File: config.mk
export PLATFORM = sky130hd
export DESIGN_NAME = bit_test_skip_set_exec
export DESIGN_NICKNAME = d
export VERILOG_FILES = /design/src/rtl/bit_exec_pkg.sv /design/src/rtl/bit_mask_gen.sv /design/src/rtl/bit_test_skip_set_exec.sv
export SDC_FILE = /design/constraint.sdc
export NUM_CORES = 1
export LEC_CHECK = 0
export BUFFER_PORTS_ARGS = -buffer_cell sky130_fd_sc_hd__buf_2
export CAP_MARGIN = 40
export CORE_MARGIN = 3
export CORE_UTILIZATION = 35
export DETAILED_ROUTE_END_ITERATION = 7
export PLACE_DENSITY_LB_ADDON = 0.2
export SYNTH_ARGS = -nofsm -noshare
export SYNTH_HDL_FRONTEND = slang
export SYNTH_SLANG_ARGS = --single-unit
File: constraint.sdc
create_clock -name clk -period 1.7 [get_ports clk]
set_input_delay 0.17 -clock clk [delete_from_list [all_inputs] [get_ports clk]]
set_output_delay 0.17 -clock clk [all_outputs]
set_load 0.01 [all_outputs]
File: src/rtl/bit_exec_pkg.sv
package bit_exec_pkg;
  // ==========================================================================
  // instruction word layout
  localparam int unsigned INSN_W      = 14;
  localparam int unsigned ADDR_W      = 7;
  localparam int unsigned BIDX_W      = 3;
  localparam int unsigned DATA_W      = 8;
  localparam int unsigned ADDR_LSB    = 0;
  localparam int unsigned BIDX_LSB    = 7;
  localparam int unsigned OPC_LSB     = 10;
  localparam int unsigned OPC_W       = 4;
  // ==========================================================================
  // opcodes in bits 13:10
  localparam logic [3:0] OPC_SET_BIT  = 4'h5;  // 01 01
  localparam logic [3:0] OPC_SKIP_CLR = 4'h6;  // 01 10
  localparam logic [3:0] OPC_SKIP_SET = 4'h7;  // 01 11
  // ==========================================================================
  // execution states
  typedef enum logic [0:0] {
    ST_EXEC = 1'b0,
    ST_NOP  = 1'b1
  } exec_state_e;
endpackage : bit_exec_pkg

File: src/rtl/bit_mask_gen.sv
`timescale 1ns/1ns
// one-hot bit mask generator, registered-free decode helper
module bit_mask_gen #(
  parameter int unsigned BIDX_W = 3
) (
  // bit index in
  input  wire logic [BIDX_W-1:0]      bit_idx,
  // one-hot mask out
  output logic      [(1<<BIDX_W)-1:0] mask
);
  // ==========================================================================
  // decode
  always_comb begin
    mask          = '0;
    mask[bit_idx] = 1'b1;
  end
endmodule : bit_mask_gen

File: src/rtl/bit_test_skip_set_exec.sv
`timescale 1ns/1ns
// ==========================================================================
// Functional notes
// - bit-clear test decodes 0110, skips on zero
// - clear-test skip flushes fetch, two cycles
// - bit set decodes 0101, writes one
// - bit-set test decodes 0111, skips on one
// - set-test skip flushes fetch, two cycles
// - address bits 6:0, bit index 9:7
module bit_test_skip_set_exec #(
  parameter int unsigned DATA_W = bit_exec_pkg::DATA_W
) (
  // clock and reset
  input  wire logic                              clk,
  input  wire logic                              srst,
  // instruction from fetch stage
  input  wire logic                              insn_valid,
  input  wire logic [bit_exec_pkg::INSN_W-1:0]   insn,
  // register file access
  output logic      [bit_exec_pkg::ADDR_W-1:0]   file_addr,
  output logic      [bit_exec_pkg::BIDX_W-1:0]   bit_idx,
  input  wire logic [DATA_W-1:0]                 file_rdata,
  output logic                                   file_we,
  output logic      [DATA_W-1:0]                 file_wdata,
  // pipeline control
  output logic                                   flush_nop,
  output logic                                   busy
);
  // ==========================================================================
  // elaboration check
  // the one-hot mask covers exactly one data word, so the widths must agree
  if (DATA_W != (1 << bit_exec_pkg::BIDX_W)) begin : g_bad_width
    $error("data width must match the bit index range");
  end

  // ==========================================================================
  // field decode
  // opcode field of a fetched word
  function automatic logic [bit_exec_pkg::OPC_W-1:0] opc_of(
    input logic [bit_exec_pkg::INSN_W-1:0] w
  );
    return w[bit_exec_pkg::OPC_LSB +: bit_exec_pkg::OPC_W];
  endfunction : opc_of

  // one opcode hit, only in an execute slot with a word that fetch vouches for
  function automatic logic slot_hit(
    input logic                            slot_ok,
    input logic [bit_exec_pkg::OPC_W-1:0]  code,
    input logic [bit_exec_pkg::OPC_W-1:0]  want
  );
    return slot_ok && (code == want);
  endfunction : slot_hit

  // value of the addressed bit, picked through the one-hot mask
  function automatic logic masked_bit(
    input logic [DATA_W-1:0] data,
    input logic [DATA_W-1:0] sel
  );
    return |(data & sel);
  endfunction : masked_bit

  // decode results, sequencer state and write-back state
  logic [bit_exec_pkg::OPC_W-1:0]   opc;
  logic [DATA_W-1:0]                mask;
  logic                             slot_open;
  logic                             addr_bit;
  bit_exec_pkg::exec_state_e        state_r;
  bit_exec_pkg::exec_state_e        state_nxt;
  logic                             is_set;
  logic                             is_sclr;
  logic                             is_sset;
  logic                             take_skip;
  logic                             file_we_r;
  logic                             file_we_nxt;
  logic [DATA_W-1:0]                file_wdata_r;
  logic [DATA_W-1:0]                file_wdata_nxt;

  // operand fields straight from the word; the register file reads combinationally
  assign opc       = opc_of(insn);
  assign file_addr = insn[bit_exec_pkg::ADDR_LSB +: bit_exec_pkg::ADDR_W];
  assign bit_idx   = insn[bit_exec_pkg::BIDX_LSB +: bit_exec_pkg::BIDX_W];

  // one-hot mask of the addressed bit
  bit_mask_gen #(
    .BIDX_W (bit_exec_pkg::BIDX_W)
  ) bit_mask_gen_inst (
    .bit_idx (bit_idx),
    .mask    (mask)
  );

  // the substituted nop slot ignores the fetched word, which fetch has dropped
  assign slot_open = insn_valid && (state_r == bit_exec_pkg::ST_EXEC);

  // ==========================================================================
  // opcode qualification
  always_comb begin
    is_set    = slot_hit(slot_open, opc, bit_exec_pkg::OPC_SET_BIT);
    is_sclr   = slot_hit(slot_open, opc, bit_exec_pkg::OPC_SKIP_CLR);
    is_sset   = slot_hit(slot_open, opc, bit_exec_pkg::OPC_SKIP_SET);
    addr_bit  = masked_bit(file_rdata, mask);
    // the skip reads the live bit; no status flag is touched on either path
    take_skip = (is_sclr && !addr_bit)
             || (is_sset && addr_bit);
  end

  // ==========================================================================
  // sequencer: a skip costs one extra nop cycle
  // a test word that lands in the nop slot is never qualified, so two skips
  // are at least two cycles apart, with the nop slot between them
  always_comb begin
    state_nxt = bit_exec_pkg::ST_EXEC;
    unique case (state_r)
      bit_exec_pkg::ST_EXEC: begin
        if (take_skip) begin
          state_nxt = bit_exec_pkg::ST_NOP;
        end
      end
      bit_exec_pkg::ST_NOP: begin
        state_nxt = bit_exec_pkg::ST_EXEC;
      end
    endcase
  end

  // flush is combinational so fetch drops its word in the same cycle; the
  // price is a path from the read data through the mask to the fetch stage
  assign flush_nop = take_skip;
  assign busy      = (state_r == bit_exec_pkg::ST_NOP);

  // ==========================================================================
  // write-back: read-modify-write, other bits keep their read value
  // the write lands one cycle late, so the register file must hold the set
  // word's address itself; a set straight after a set to the same register
  // reads the old value and loses the first bit unless the file forwards
  always_comb begin
    file_we_nxt    = is_set;
    file_wdata_nxt = file_rdata | mask;
  end

  // sequencer state; reset wins over a skip decided in the same cycle
  always_ff @(posedge clk) begin
    if (srst) begin
      state_r <= bit_exec_pkg::ST_EXEC;
    end else begin
      state_r <= state_nxt;
    end
  end

  // write strobe and data
  always_ff @(posedge clk) begin
    if (srst) begin
      file_we_r    <= 1'b0;
      file_wdata_r <= '0;
    end else begin
      file_we_r    <= file_we_nxt;
      file_wdata_r <= file_wdata_nxt;
    end
  end

  // data outputs straight from the flip-flops
  assign file_we    = file_we_r;
  assign file_wdata = file_wdata_r;

  // ==========================================================================
  // checks: skip timing
  // a skip costs exactly one substituted slot, a kept test costs none;
  // reset must leave no slot pending
  chk_skip_clear_nop: assert property (@(posedge clk) disable iff (srst)
    is_sclr && !file_rdata[bit_idx] |-> flush_nop ##1 busy ##1 !busy)
    else $error("clear-test skip did not take two cycles");
  chk_noskip_clear: assert property (@(posedge clk) disable iff (srst)
    is_sclr && file_rdata[bit_idx] |-> !flush_nop ##1 !busy)
    else $error("clear-test skipped on a set bit");
  chk_skip_set_nop: assert property (@(posedge clk) disable iff (srst)
    is_sset && file_rdata[bit_idx] |-> flush_nop ##1 busy ##1 !busy)
    else $error("set-test skip did not take two cycles");
  chk_noskip_set: assert property (@(posedge clk) disable iff (srst)
    is_sset && !file_rdata[bit_idx] |-> !flush_nop ##1 !busy)
    else $error("set-test skipped on a clear bit");
  chk_busy_one_slot: assert property (@(posedge clk) disable iff (srst)
    busy |=> !busy)
    else $error("nop slot lasted more than one cycle");
  chk_nop_no_flush: assert property (@(posedge clk) disable iff (srst)
    busy |-> !flush_nop && !file_we_nxt)
    else $error("nop slot executed the discarded word");
  chk_reset_idle: assert property (@(posedge clk) disable iff (srst)
    $fell(srst) |-> !busy && !file_we)
    else $error("outputs not idle after reset");

  // ==========================================================================
  // checks: write-back
  // the write data are judged against the read value one cycle back, so a
  // wrong mask or a lost bit shows up whenever the read value had a zero in an affected bit
  chk_set_writes_one: assert property (@(posedge clk) disable iff (srst)
    is_set |=> file_we && file_wdata[$past(bit_idx)])
    else $error("bit set did not write a one");
  chk_set_keeps_rest: assert property (@(posedge clk) disable iff (srst)
    is_set |=> ((file_wdata ^ $past(file_rdata)) & ~$past(mask)) == '0)
    else $error("bit set disturbed other bits");
  chk_no_write_skip: assert property (@(posedge clk) disable iff (srst)
    (is_sclr || is_sset) |=> !file_we)
    else $error("bit test wrote the register file");
  chk_we_after_set: assert property (@(posedge clk) disable iff (srst)
    file_we |-> $past(is_set))
    else $error("write strobe without a bit set before it");

  // ==========================================================================
  // checks: decode
  // the three fields must tile the word with no gap and no overlap, and a
  // word that fetch does not vouch for must do nothing
  chk_field_split: assert property (@(posedge clk) disable iff (srst)
    {opc, bit_idx, file_addr} == insn)
    else $error("operand fields taken from wrong bits");
  chk_invalid_idle: assert property (@(posedge clk) disable iff (srst)
    !insn_valid |-> !flush_nop ##1 !file_we)
    else $error("unvouched word was executed");

  // ==========================================================================
  // covers for the main scenarios
  cov_skip_clear:   cover property (@(posedge clk) is_sclr && flush_nop);
  cov_skip_set:     cover property (@(posedge clk) is_sset && flush_nop);
  cov_set_bit:      cover property (@(posedge clk) is_set);
  cov_back2back:    cover property (@(posedge clk) flush_nop ##2 flush_nop);
  cov_invalid_word: cover property (@(posedge clk) !insn_valid && opc == bit_exec_pkg::OPC_SKIP_CLR);
endmodule : bit_test_skip_set_exec

=== Yosys cells after proc, flatten, opt, wreduce, memory -nomap -nowiden ===
Index checks and enable logic that the tools add are counted.

* Memory bits (writable): 0
* Output and inout bits: 21
* Bits in read-only memories: 0
* Bits in latches: 0
* Logic and storage cells: 25
* Memories kept: 0
* Register bits: 10

* Reductions and logical operators: 10
* Bitwise logic cells: 3
* Equal/unequal tests: 3
* Muxes and demuxes: 4
* Divide/modulo/power cells: 0
* Multipliers: 0
* $add $sub $neg: 0
* Magnitude comparators: 2
* Shift-type cells: 0

{| class="wikitable"
|+ Operators with widths
! operator !! count
|-
| $eq A4 B3 Y1 const B || 3
|-
| $and A8 B8 Y8 || 1
|-
| $or A8 B8 Y8 || 1
|-
| $reduce_or A8 Y1 || 1
|-
| $logic_and A1 B1 Y1 || 7
|-
| $lt A3 B4 Y1 const B || 1
|-
| $demux W1 S3 || 1
|-
| $ge A3 B1 Y1 const B || 1
|-
| $mux W1 || 2
|-
| $pmux W1 S2 || 1
|-
| $logic_not A1 Y1 || 1
|-
| $logic_or A1 B1 Y1 || 1
|-
| $not A1 Y1 || 1
|}

=== Longest topological paths before layout ===
Gate-level depths: netlist of the first run.

* Depth in word-level cells: 11
* Mapped depth: 4

=== Modules after synthesis ===
Synthesis of the first run repeated with hierarchy kept, for this count alone.

* Cells, all modules: 60
* Area total of the unflattened synthesis: 519.2 sq um

{| class="wikitable"
|+ By module, submodules not included
! module !! area an instance (sq um) !! cells each !! sequential area each (sq um) !! instances
|-
| bit_test_skip_set_exec || 454.2 || 52 || 200.2 || 1
|-
| bit_mask_gen || 65.1 || 8 || 0.0 || 1
|}

=== Least setup slack after synthesis of the first run ===
No wires, ideal clock.

* Path type: input to output
* Start: input port insn[8] in the netlist's numbering
* End: output port flush_nop
* Slack: 252 ps
* Arrival: 1278 ps
* Buffers on the path: 1
* Cell stages on the path: 4
* Cells stage by stage: buf_6 > mux4_2 > mux2_4 > mux2i_1

* Word-level cells in the longest chain between the ends: 9
* Elaborated cells on any way between the ends: 11
* Classes of those cells: order compare: 2; mux: 2; bitwise: 1; reduce/logical: 6

{| class="wikitable"
|+ RTL lines
! item !! RTL line !! RTL
|-
| start, declared || bit_test_skip_set_exec.sv:18 || <nowiki>input wire logic [bit_exec_pkg::INSN_W-1:0] insn,</nowiki>
|-
| $lt A3 B4 Y1 (implied by the code) / $ge A3 B1 Y1 (equally long branches) || bit_mask_gen.sv:15 || <nowiki>mask[bit_idx] = 1'b1;</nowiki>
|-
| $logic_and A1 B1 Y1 (implied by the code) || bit_mask_gen.sv:15 ||
|-
| $mux W1 (implied by the code) || bit_mask_gen.sv:15 ||
|-
| $demux W1 S3 * || - ||
|-
| $and A8 B8 Y8 * || bit_test_skip_set_exec.sv:59 || <nowiki>return |(data & sel);</nowiki>
|-
| $reduce_or A8 Y1 * || bit_test_skip_set_exec.sv:59 ||
|-
| $logic_not A1 Y1 || bit_test_skip_set_exec.sv:102 || <nowiki>take_skip = (is_sclr && !addr_bit)</nowiki>
|-
| $logic_and A1 B1 Y1 || bit_test_skip_set_exec.sv:102 ||
|-
| $logic_or A1 B1 Y1 * || bit_test_skip_set_exec.sv:103 || <nowiki>|| (is_sset && addr_bit);</nowiki>
|-
| end, declared || bit_test_skip_set_exec.sv:26 || <nowiki>output logic flush_nop,</nowiki>
|}

Every way passes the cells marked *; elsewhere a longest branch is shown, timed or not.

=== Worst setup path after layout of the first run ===
Ends and elaborated chain as after synthesis.

==> flow_metrics.tcl, run 1 <==
set metrics [dict create \
    tightest_slew_ps 230 \
    cts-buffers-inserted 3 \
    fmax_mhz 627 \
    status "finished clean" \
    hp-class "in -> reg" \
    cts-resized-gates 0 \
    ant_nets 0 \
    drv_slew 0 \
    synthesis.area_um2 517 \
    clkPwrFrac_pct 30.1 \
    synth-xor-area-share_pct 0 \
    netlist_instances 56 \
    core_area_um2 1350 \
    cts_tree "yes" \
    mostFrequentLayoutCell "buf_2" \
    yosysTopAreaCell "dfxtp_1" \
    synth.distinct_cells 16 \
    grt_start_max_net_pins 12 \
    vias_per_cell 5.03 \
    layout_common_cells "buf_2, nor2_1, dfxtp_1" \
    worst-setup-path-type "in -> out" \
    critPathArrivalTime_ps 1420 \
    numPortBuffers 31 \
    switching_share_pct 24.2 \
    cts_buffer_depth 2 \
    clk-insertion-delay-late_ps 260 \
    grt_pass1_wl_um 1600 \
    cp_cell_sequence "buf_2 > mux4_2 > mux2_4 > mux2i_1 > buf_2" \
    hold_viol_final 0 \
    syn_nets 81 \
    drtIter0Drc 1 \
    antenna_found_initial 0 \
    synth.top_cell.area_share_pct 38.7 \
    maxSlewHeadroom_pct 84.5 \
    n_antenna_cell 0 \
    synth_adder_area_share_pct 0 \
    crit_required_ps 1530 \
    cts_setup_buffers 0 \
    critPathMaxStageDelay_ps 520 \
    postLayoutSetupSlackWorst_ps 106 \
    drive_gt1_share_pct 48.7 \
    p_sw_mw 0.121 \
    overflow 0 \
    combPwrFrac_pct 19.9 \
    syn_to_final_growth_pct 21.3 \
    fin_crit_ps 1590 \
    cp_max_fo 8 \
    fin_crit_sh_pct 93.8 \
    clkTransAtPathRegs_ps 60 \
    rsz0062_at_grt "false" \
    grt.total_usage_pct 11.4 \
    ys_ff_latch 10 \
    pre_cts_ws_ps 105 \
    synth_top_family_by_area "buffers and inverters" \
    wirelength_um 1030 \
    grt_pass1_vias 409 \
    finalSetupViolCount 0 \
    yosys_warnings 0 \
    start_util_pct 38.3 \
    yosys-mux-area-fraction_pct 15.5 \
    ys_seq_area_share_pct 38.7 \
    cp_slowest_cell "mux4_2" \
    hold_buffers 0 \
    htree_levels 1 \
    fin_skew_ps 0.203 \
    clockRootBuffer "clkbuf_4" \
    p_leak_nw 0.329 \
    die-area_um2 1970 \
    synth-simple-area-share_pct 16.2 \
    crit_path_end_kind "output port" \
    power.density_nw_per_um2 796 \
    gp_congestion 0.715 \
    dr.pass1.iters 3 \
    die_w_um 44.4 \
    num_vias 468 \
    drc 0 \
    syn_area_per_cell_um2 9.23 \
    die_y_um 44.4 \
    cts.sinks 10 \
    maxCapViolCount 0 \
    peakVddDrop_mv 0.364 \
    fp-row-count 13 \
    p_int_mw 0.378 \
    io_pins 46 \
    netlist_top_cells_area "dfxtp_1, buf_4, mux4_2, nor2_1, a31oi_1" \
    path_common_cell "buf_2" \
    wl_per_cell_um 11.1 \
    p_seq_share_pct 49.9 \
    nNetsFinal 105 \
    synth_compound_area_share_pct 9.20 \
    tns_ps 0 \
    startpoint_type "input port" \
]
==> power by group through the flow <==
| stage | Sequential [mW] | Clock, mW | Combinational (mW) |
|---|---|---|---|
| after detailed placement | 0.255 | 0 | 0.100 |
| after floorplan | 0.262 | 0 | 0.0709 |
| after CTS | 0.249 | 0.158 | 0.101 |
| final | 0.249 | 0.151 | 0.0995 |
| after global placement | 0.254 | 0 | 0.0999 |
| after global routing | 0.250 | 0.168 | 0.111 |
==> final timing paths <==
check / cells after the start / startpoint / slack, ps / to
min: 3 / file_rdata[3] / 140 / file_wdata[3]
min reg2reg: 4 / busy / 690 / busy
max: 5 / insn[8] / 110 / flush_nop
max reg2reg: 4 / busy / 650 / busy
==> per-stage QoR <==
step	instance area (µm²)	power (mW)	cells	hold slack, ps	utilization [%]
after floorplan	517	0.333	56	287	-
after global placement	604	0.354	90	340	44.8
after detailed placement	604	0.355	90	340	44.8
after CTS	627	0.509	93	132	46.4
after global routing	627	0.529	93	147	46.4
final	627	0.499	93	136	46.4
==> per-layer routing <==
layer	wire length [µm]	up-vias	GRT usage (%)
met1	399	198	11.9
met5	0	-	0
met4	51	0	12.0
met3	143	9	3.25
li1	-	228	-
met2	437	33	17.4
==> critical path, delay by kind of cell <==
| family | cells | cell delay (ps) |
|---|---|---|
| mux | 3 | 950 |
| buf+inv | 2 | 310 |
==> kinds of logic after synthesis <==
group / count (synthesis)
AND/OR/NAND/NOR: 17
buffers and inverters: 16
multiplexers: 5
AO/OA/AOI/OAI: 8
flip-flops: 10
==> state kept, by name (all words and copies together) (netlist names) <==
name and flops:
file_wdata 8, busy 1, file_we 1
==> cell usage after synthesis, drive strengths merged <==
| cell | count |
|---|---|
| dfxtp | 10 |
| nor2 | 11 |
| nand3b | 1 |
| mux4 | 2 |
| a31oi | 6 |
| nand4b | 1 |
| nor4bb | 1 |
| inv | 3 |
| and3 | 1 |
| mux2i | 2 |
| buf | 11 |
| mux2 | 1 |
| nand3 | 2 |
| a21oi | 2 |
| clkbuf | 2 |
==> layout make-up <==
type                       count  area (µm²)
tap                           15        18.8
inverter                       3        11.3
timing repair buffer          32         163
fill                         137         723
sequential                    10         200
multi-input combinational     30         211
clock buffer                   3        22.5
Power figures use the tool's default switching activity.
==> run 2, diff against run 1 <==
- SLEW_MARGIN: default -> 30
- SYNTH_HIERARCHICAL: default -> 1
==> flow_metrics.tcl, run 2 <==
set metrics [dict create \
    htree_levels 1 \
    power.density_nw_per_um2 850 \
    nNetsFinal 110 \
    drtIter0Drc 6 \
    ant_nets 0 \
    grt_pass1_wl_um 1440 \
    gp_congestion 0.703 \
    vias_per_cell 4.64 \
    fin_skew_ps 0.160 \
    peakVddDrop_mv 0.329 \
    maxSlewHeadroom_pct 80.0 \
    fmax_mhz 678 \
    hp-class "in -> reg" \
    cp_slowest_cell "and4_1" \
    synth-xor-area-share_pct 0 \
    overflow 0 \
    clkTransAtPathRegs_ps 70 \
    largest_reg_flops 8 \
    cts_setup_buffers 0 \
    fin_crit_ps 1480 \
    grt_start_max_net_pins 11 \
    ys_ff_latch 10 \
    crit_path_end_kind "output port" \
    cp_cell_sequence "buf_2 > and3b_2 > a22oi_1 > and4_1 > mux2i_1 > buf_2" \
    die_y_um 44.5 \
    worst-setup-path-type "in -> out" \
    io_pins 46 \
    netlist_top_cells_area "dfxtp_1, buf_4, nor2_1, and3b_2, a22oi_1" \
    fin_cells 99 \
    drc 0 \
    numPortBuffers 31 \
    holdPathStages 3 \
    clk-insertion-delay-late_ps 270 \
    syn_to_final_growth_pct 25.1 \
    critPathMaxStageDelay_ps 270 \
    start_util_pct 38.5 \
    crit_required_ps 1530 \
    die-area_um2 1980 \
    cts-resized-gates 0 \
    cts-buffers-inserted 3 \
    grt_pass1_vias 365 \
    rsz0062_at_grt "false" \
    ys_seq_area_share_pct 38.6 \
    synth.distinct_cells 16 \
    n_antenna_cell 0 \
    antenna_found_initial 0 \
    wirelength_um 1020 \
    dr.pass1.iters 4 \
    synth.top_cell.area_share_pct 38.6 \
    netlist_instances 60 \
    critPathArrivalTime_ps 1310 \
    cts_tree "yes" \
    p_leak_nw 0.339 \
    synth_adder_area_share_pct 0 \
    wl_per_cell_um 10.3 \
    r2r_cells 3 \
    ys_async_sr_fraction_pct 0 \
    hold_viol_final 0 \
    status "finished clean" \
    startpoint_type "input port" \
    synth.most_common_cell "nor2_1" \
    clockRootBuffer "clkbuf_4" \
    syn_area_per_cell_um2 8.65 \
    core_area_um2 1350 \
    mostFrequentLayoutCell "buf_2" \
    grt.total_usage_pct 10.4 \
    tightest_slew_ps 299 \
    yosysTopAreaCell "dfxtp_1" \
    synth-simple-area-share_pct 36.4 \
    yosys_warnings 6 \
    path_buf_inv 2 \
    maxCapViolCount 0 \
    final_util_pct 48.1 \
    layout_common_cells "buf_2, nor2_1, dfxtp_1" \
    tns_ps 0 \
    synthTopCellsByCount "nor2_1, buf_4, dfxtp_1" \
    cts.sinks 10 \
    synthesis.area_um2 519 \
    num_vias 459 \
    crit_cells 6 \
    ys.flop_type "dfxtp_1" \
    cts_buffer_depth 2 \
    die_w_um 44.5 \
    fp-row-count 13 \
    place_inst 95 \
    path_common_cell "buf_2" \
    hold_buffers 0 \
    cp_max_fo 9 \
    synth_compound_area_share_pct 5.78 \
    yosys-mux-area-fraction_pct 3.86 \
    path_delay_family "simple AND/OR/NAND/NOR gates" \
    fin_crit_sh_pct 86.8 \
    drive_gt1_share_pct 47.6 \
    synth_top_family_by_area "simple AND/OR/NAND/NOR gates" \
    drv_slew 0 \
    finalSetupViolCount 0 \
    synth-edff-count 0 \
    syn_nets 85 \
]
==> run 2: cell count changes after synthesis, sizes merged, moves of 2 or more <==
cell,delta
a21oi,-2
a22oi,+4
a31oi,-6
and3b,+3
clkbuf,-2
inv,-3
mux4,-2
nor2,+7
nor3b,+3
==> run 2: per-layer routing <==
metal	track usage (%)	share of wire (%)	routed length, µm
met5	0	0	0
met4	9.64	2.0	20
met3	4.07	9.0	91
met2	15.8	45	458
met1	10.9	44	444
==> run 2: worst paths after layout <==
path | slack [ps] | from | endpoint
min reg2reg | 600 | busy | busy
min | 120 | file_rdata[0] | file_wdata[0]
max reg2reg | 720 | busy | busy
max | 220 | insn[7] | flush_nop
==> run 2: cells by family after synthesis <==
logic type / Yosys count
AO/OA/AOI/OAI: 4
buffers and inverters: 11
flip-flops: 10
multiplexers: 2
AND/OR/NAND/NOR: 33
==> run 2: through the flow <==
step | setup WS [ps] | hold WS, ps | total power, mW | area [µm²]
after floorplan | 479 | 286 | 0.321 | 519
after global placement | 245 | 340 | 0.346 | 613
after detailed placement | 213 | 340 | 0.347 | 613
after CTS | 212 | 117 | 0.562 | 649
after global routing | 131 | 129 | 0.578 | 649
final | 224 | 120 | 0.552 | 649
==> run 2: worst min-delay path, stage by stage <==
cell,delay (ps)
buf_2,90
nor2_1,30
nor2_1,60
==> run 2: area by class of cell <==
class / count / area [µm²]
Multi-Input combinational cell: 39 / 239
Tap cell: 15 / 18.8
Sequential cell: 10 / 200
Clock buffer: 4 / 36.3
Timing Repair Buffer: 31 / 155
Fill cell: 136 / 701
==> run 2: power by group <==
part           switching (mW)  internal, mW
clock network          0.0823         0.130
logic                  0.0468        0.0441
registers             0.00246         0.247
total                   0.132         0.421
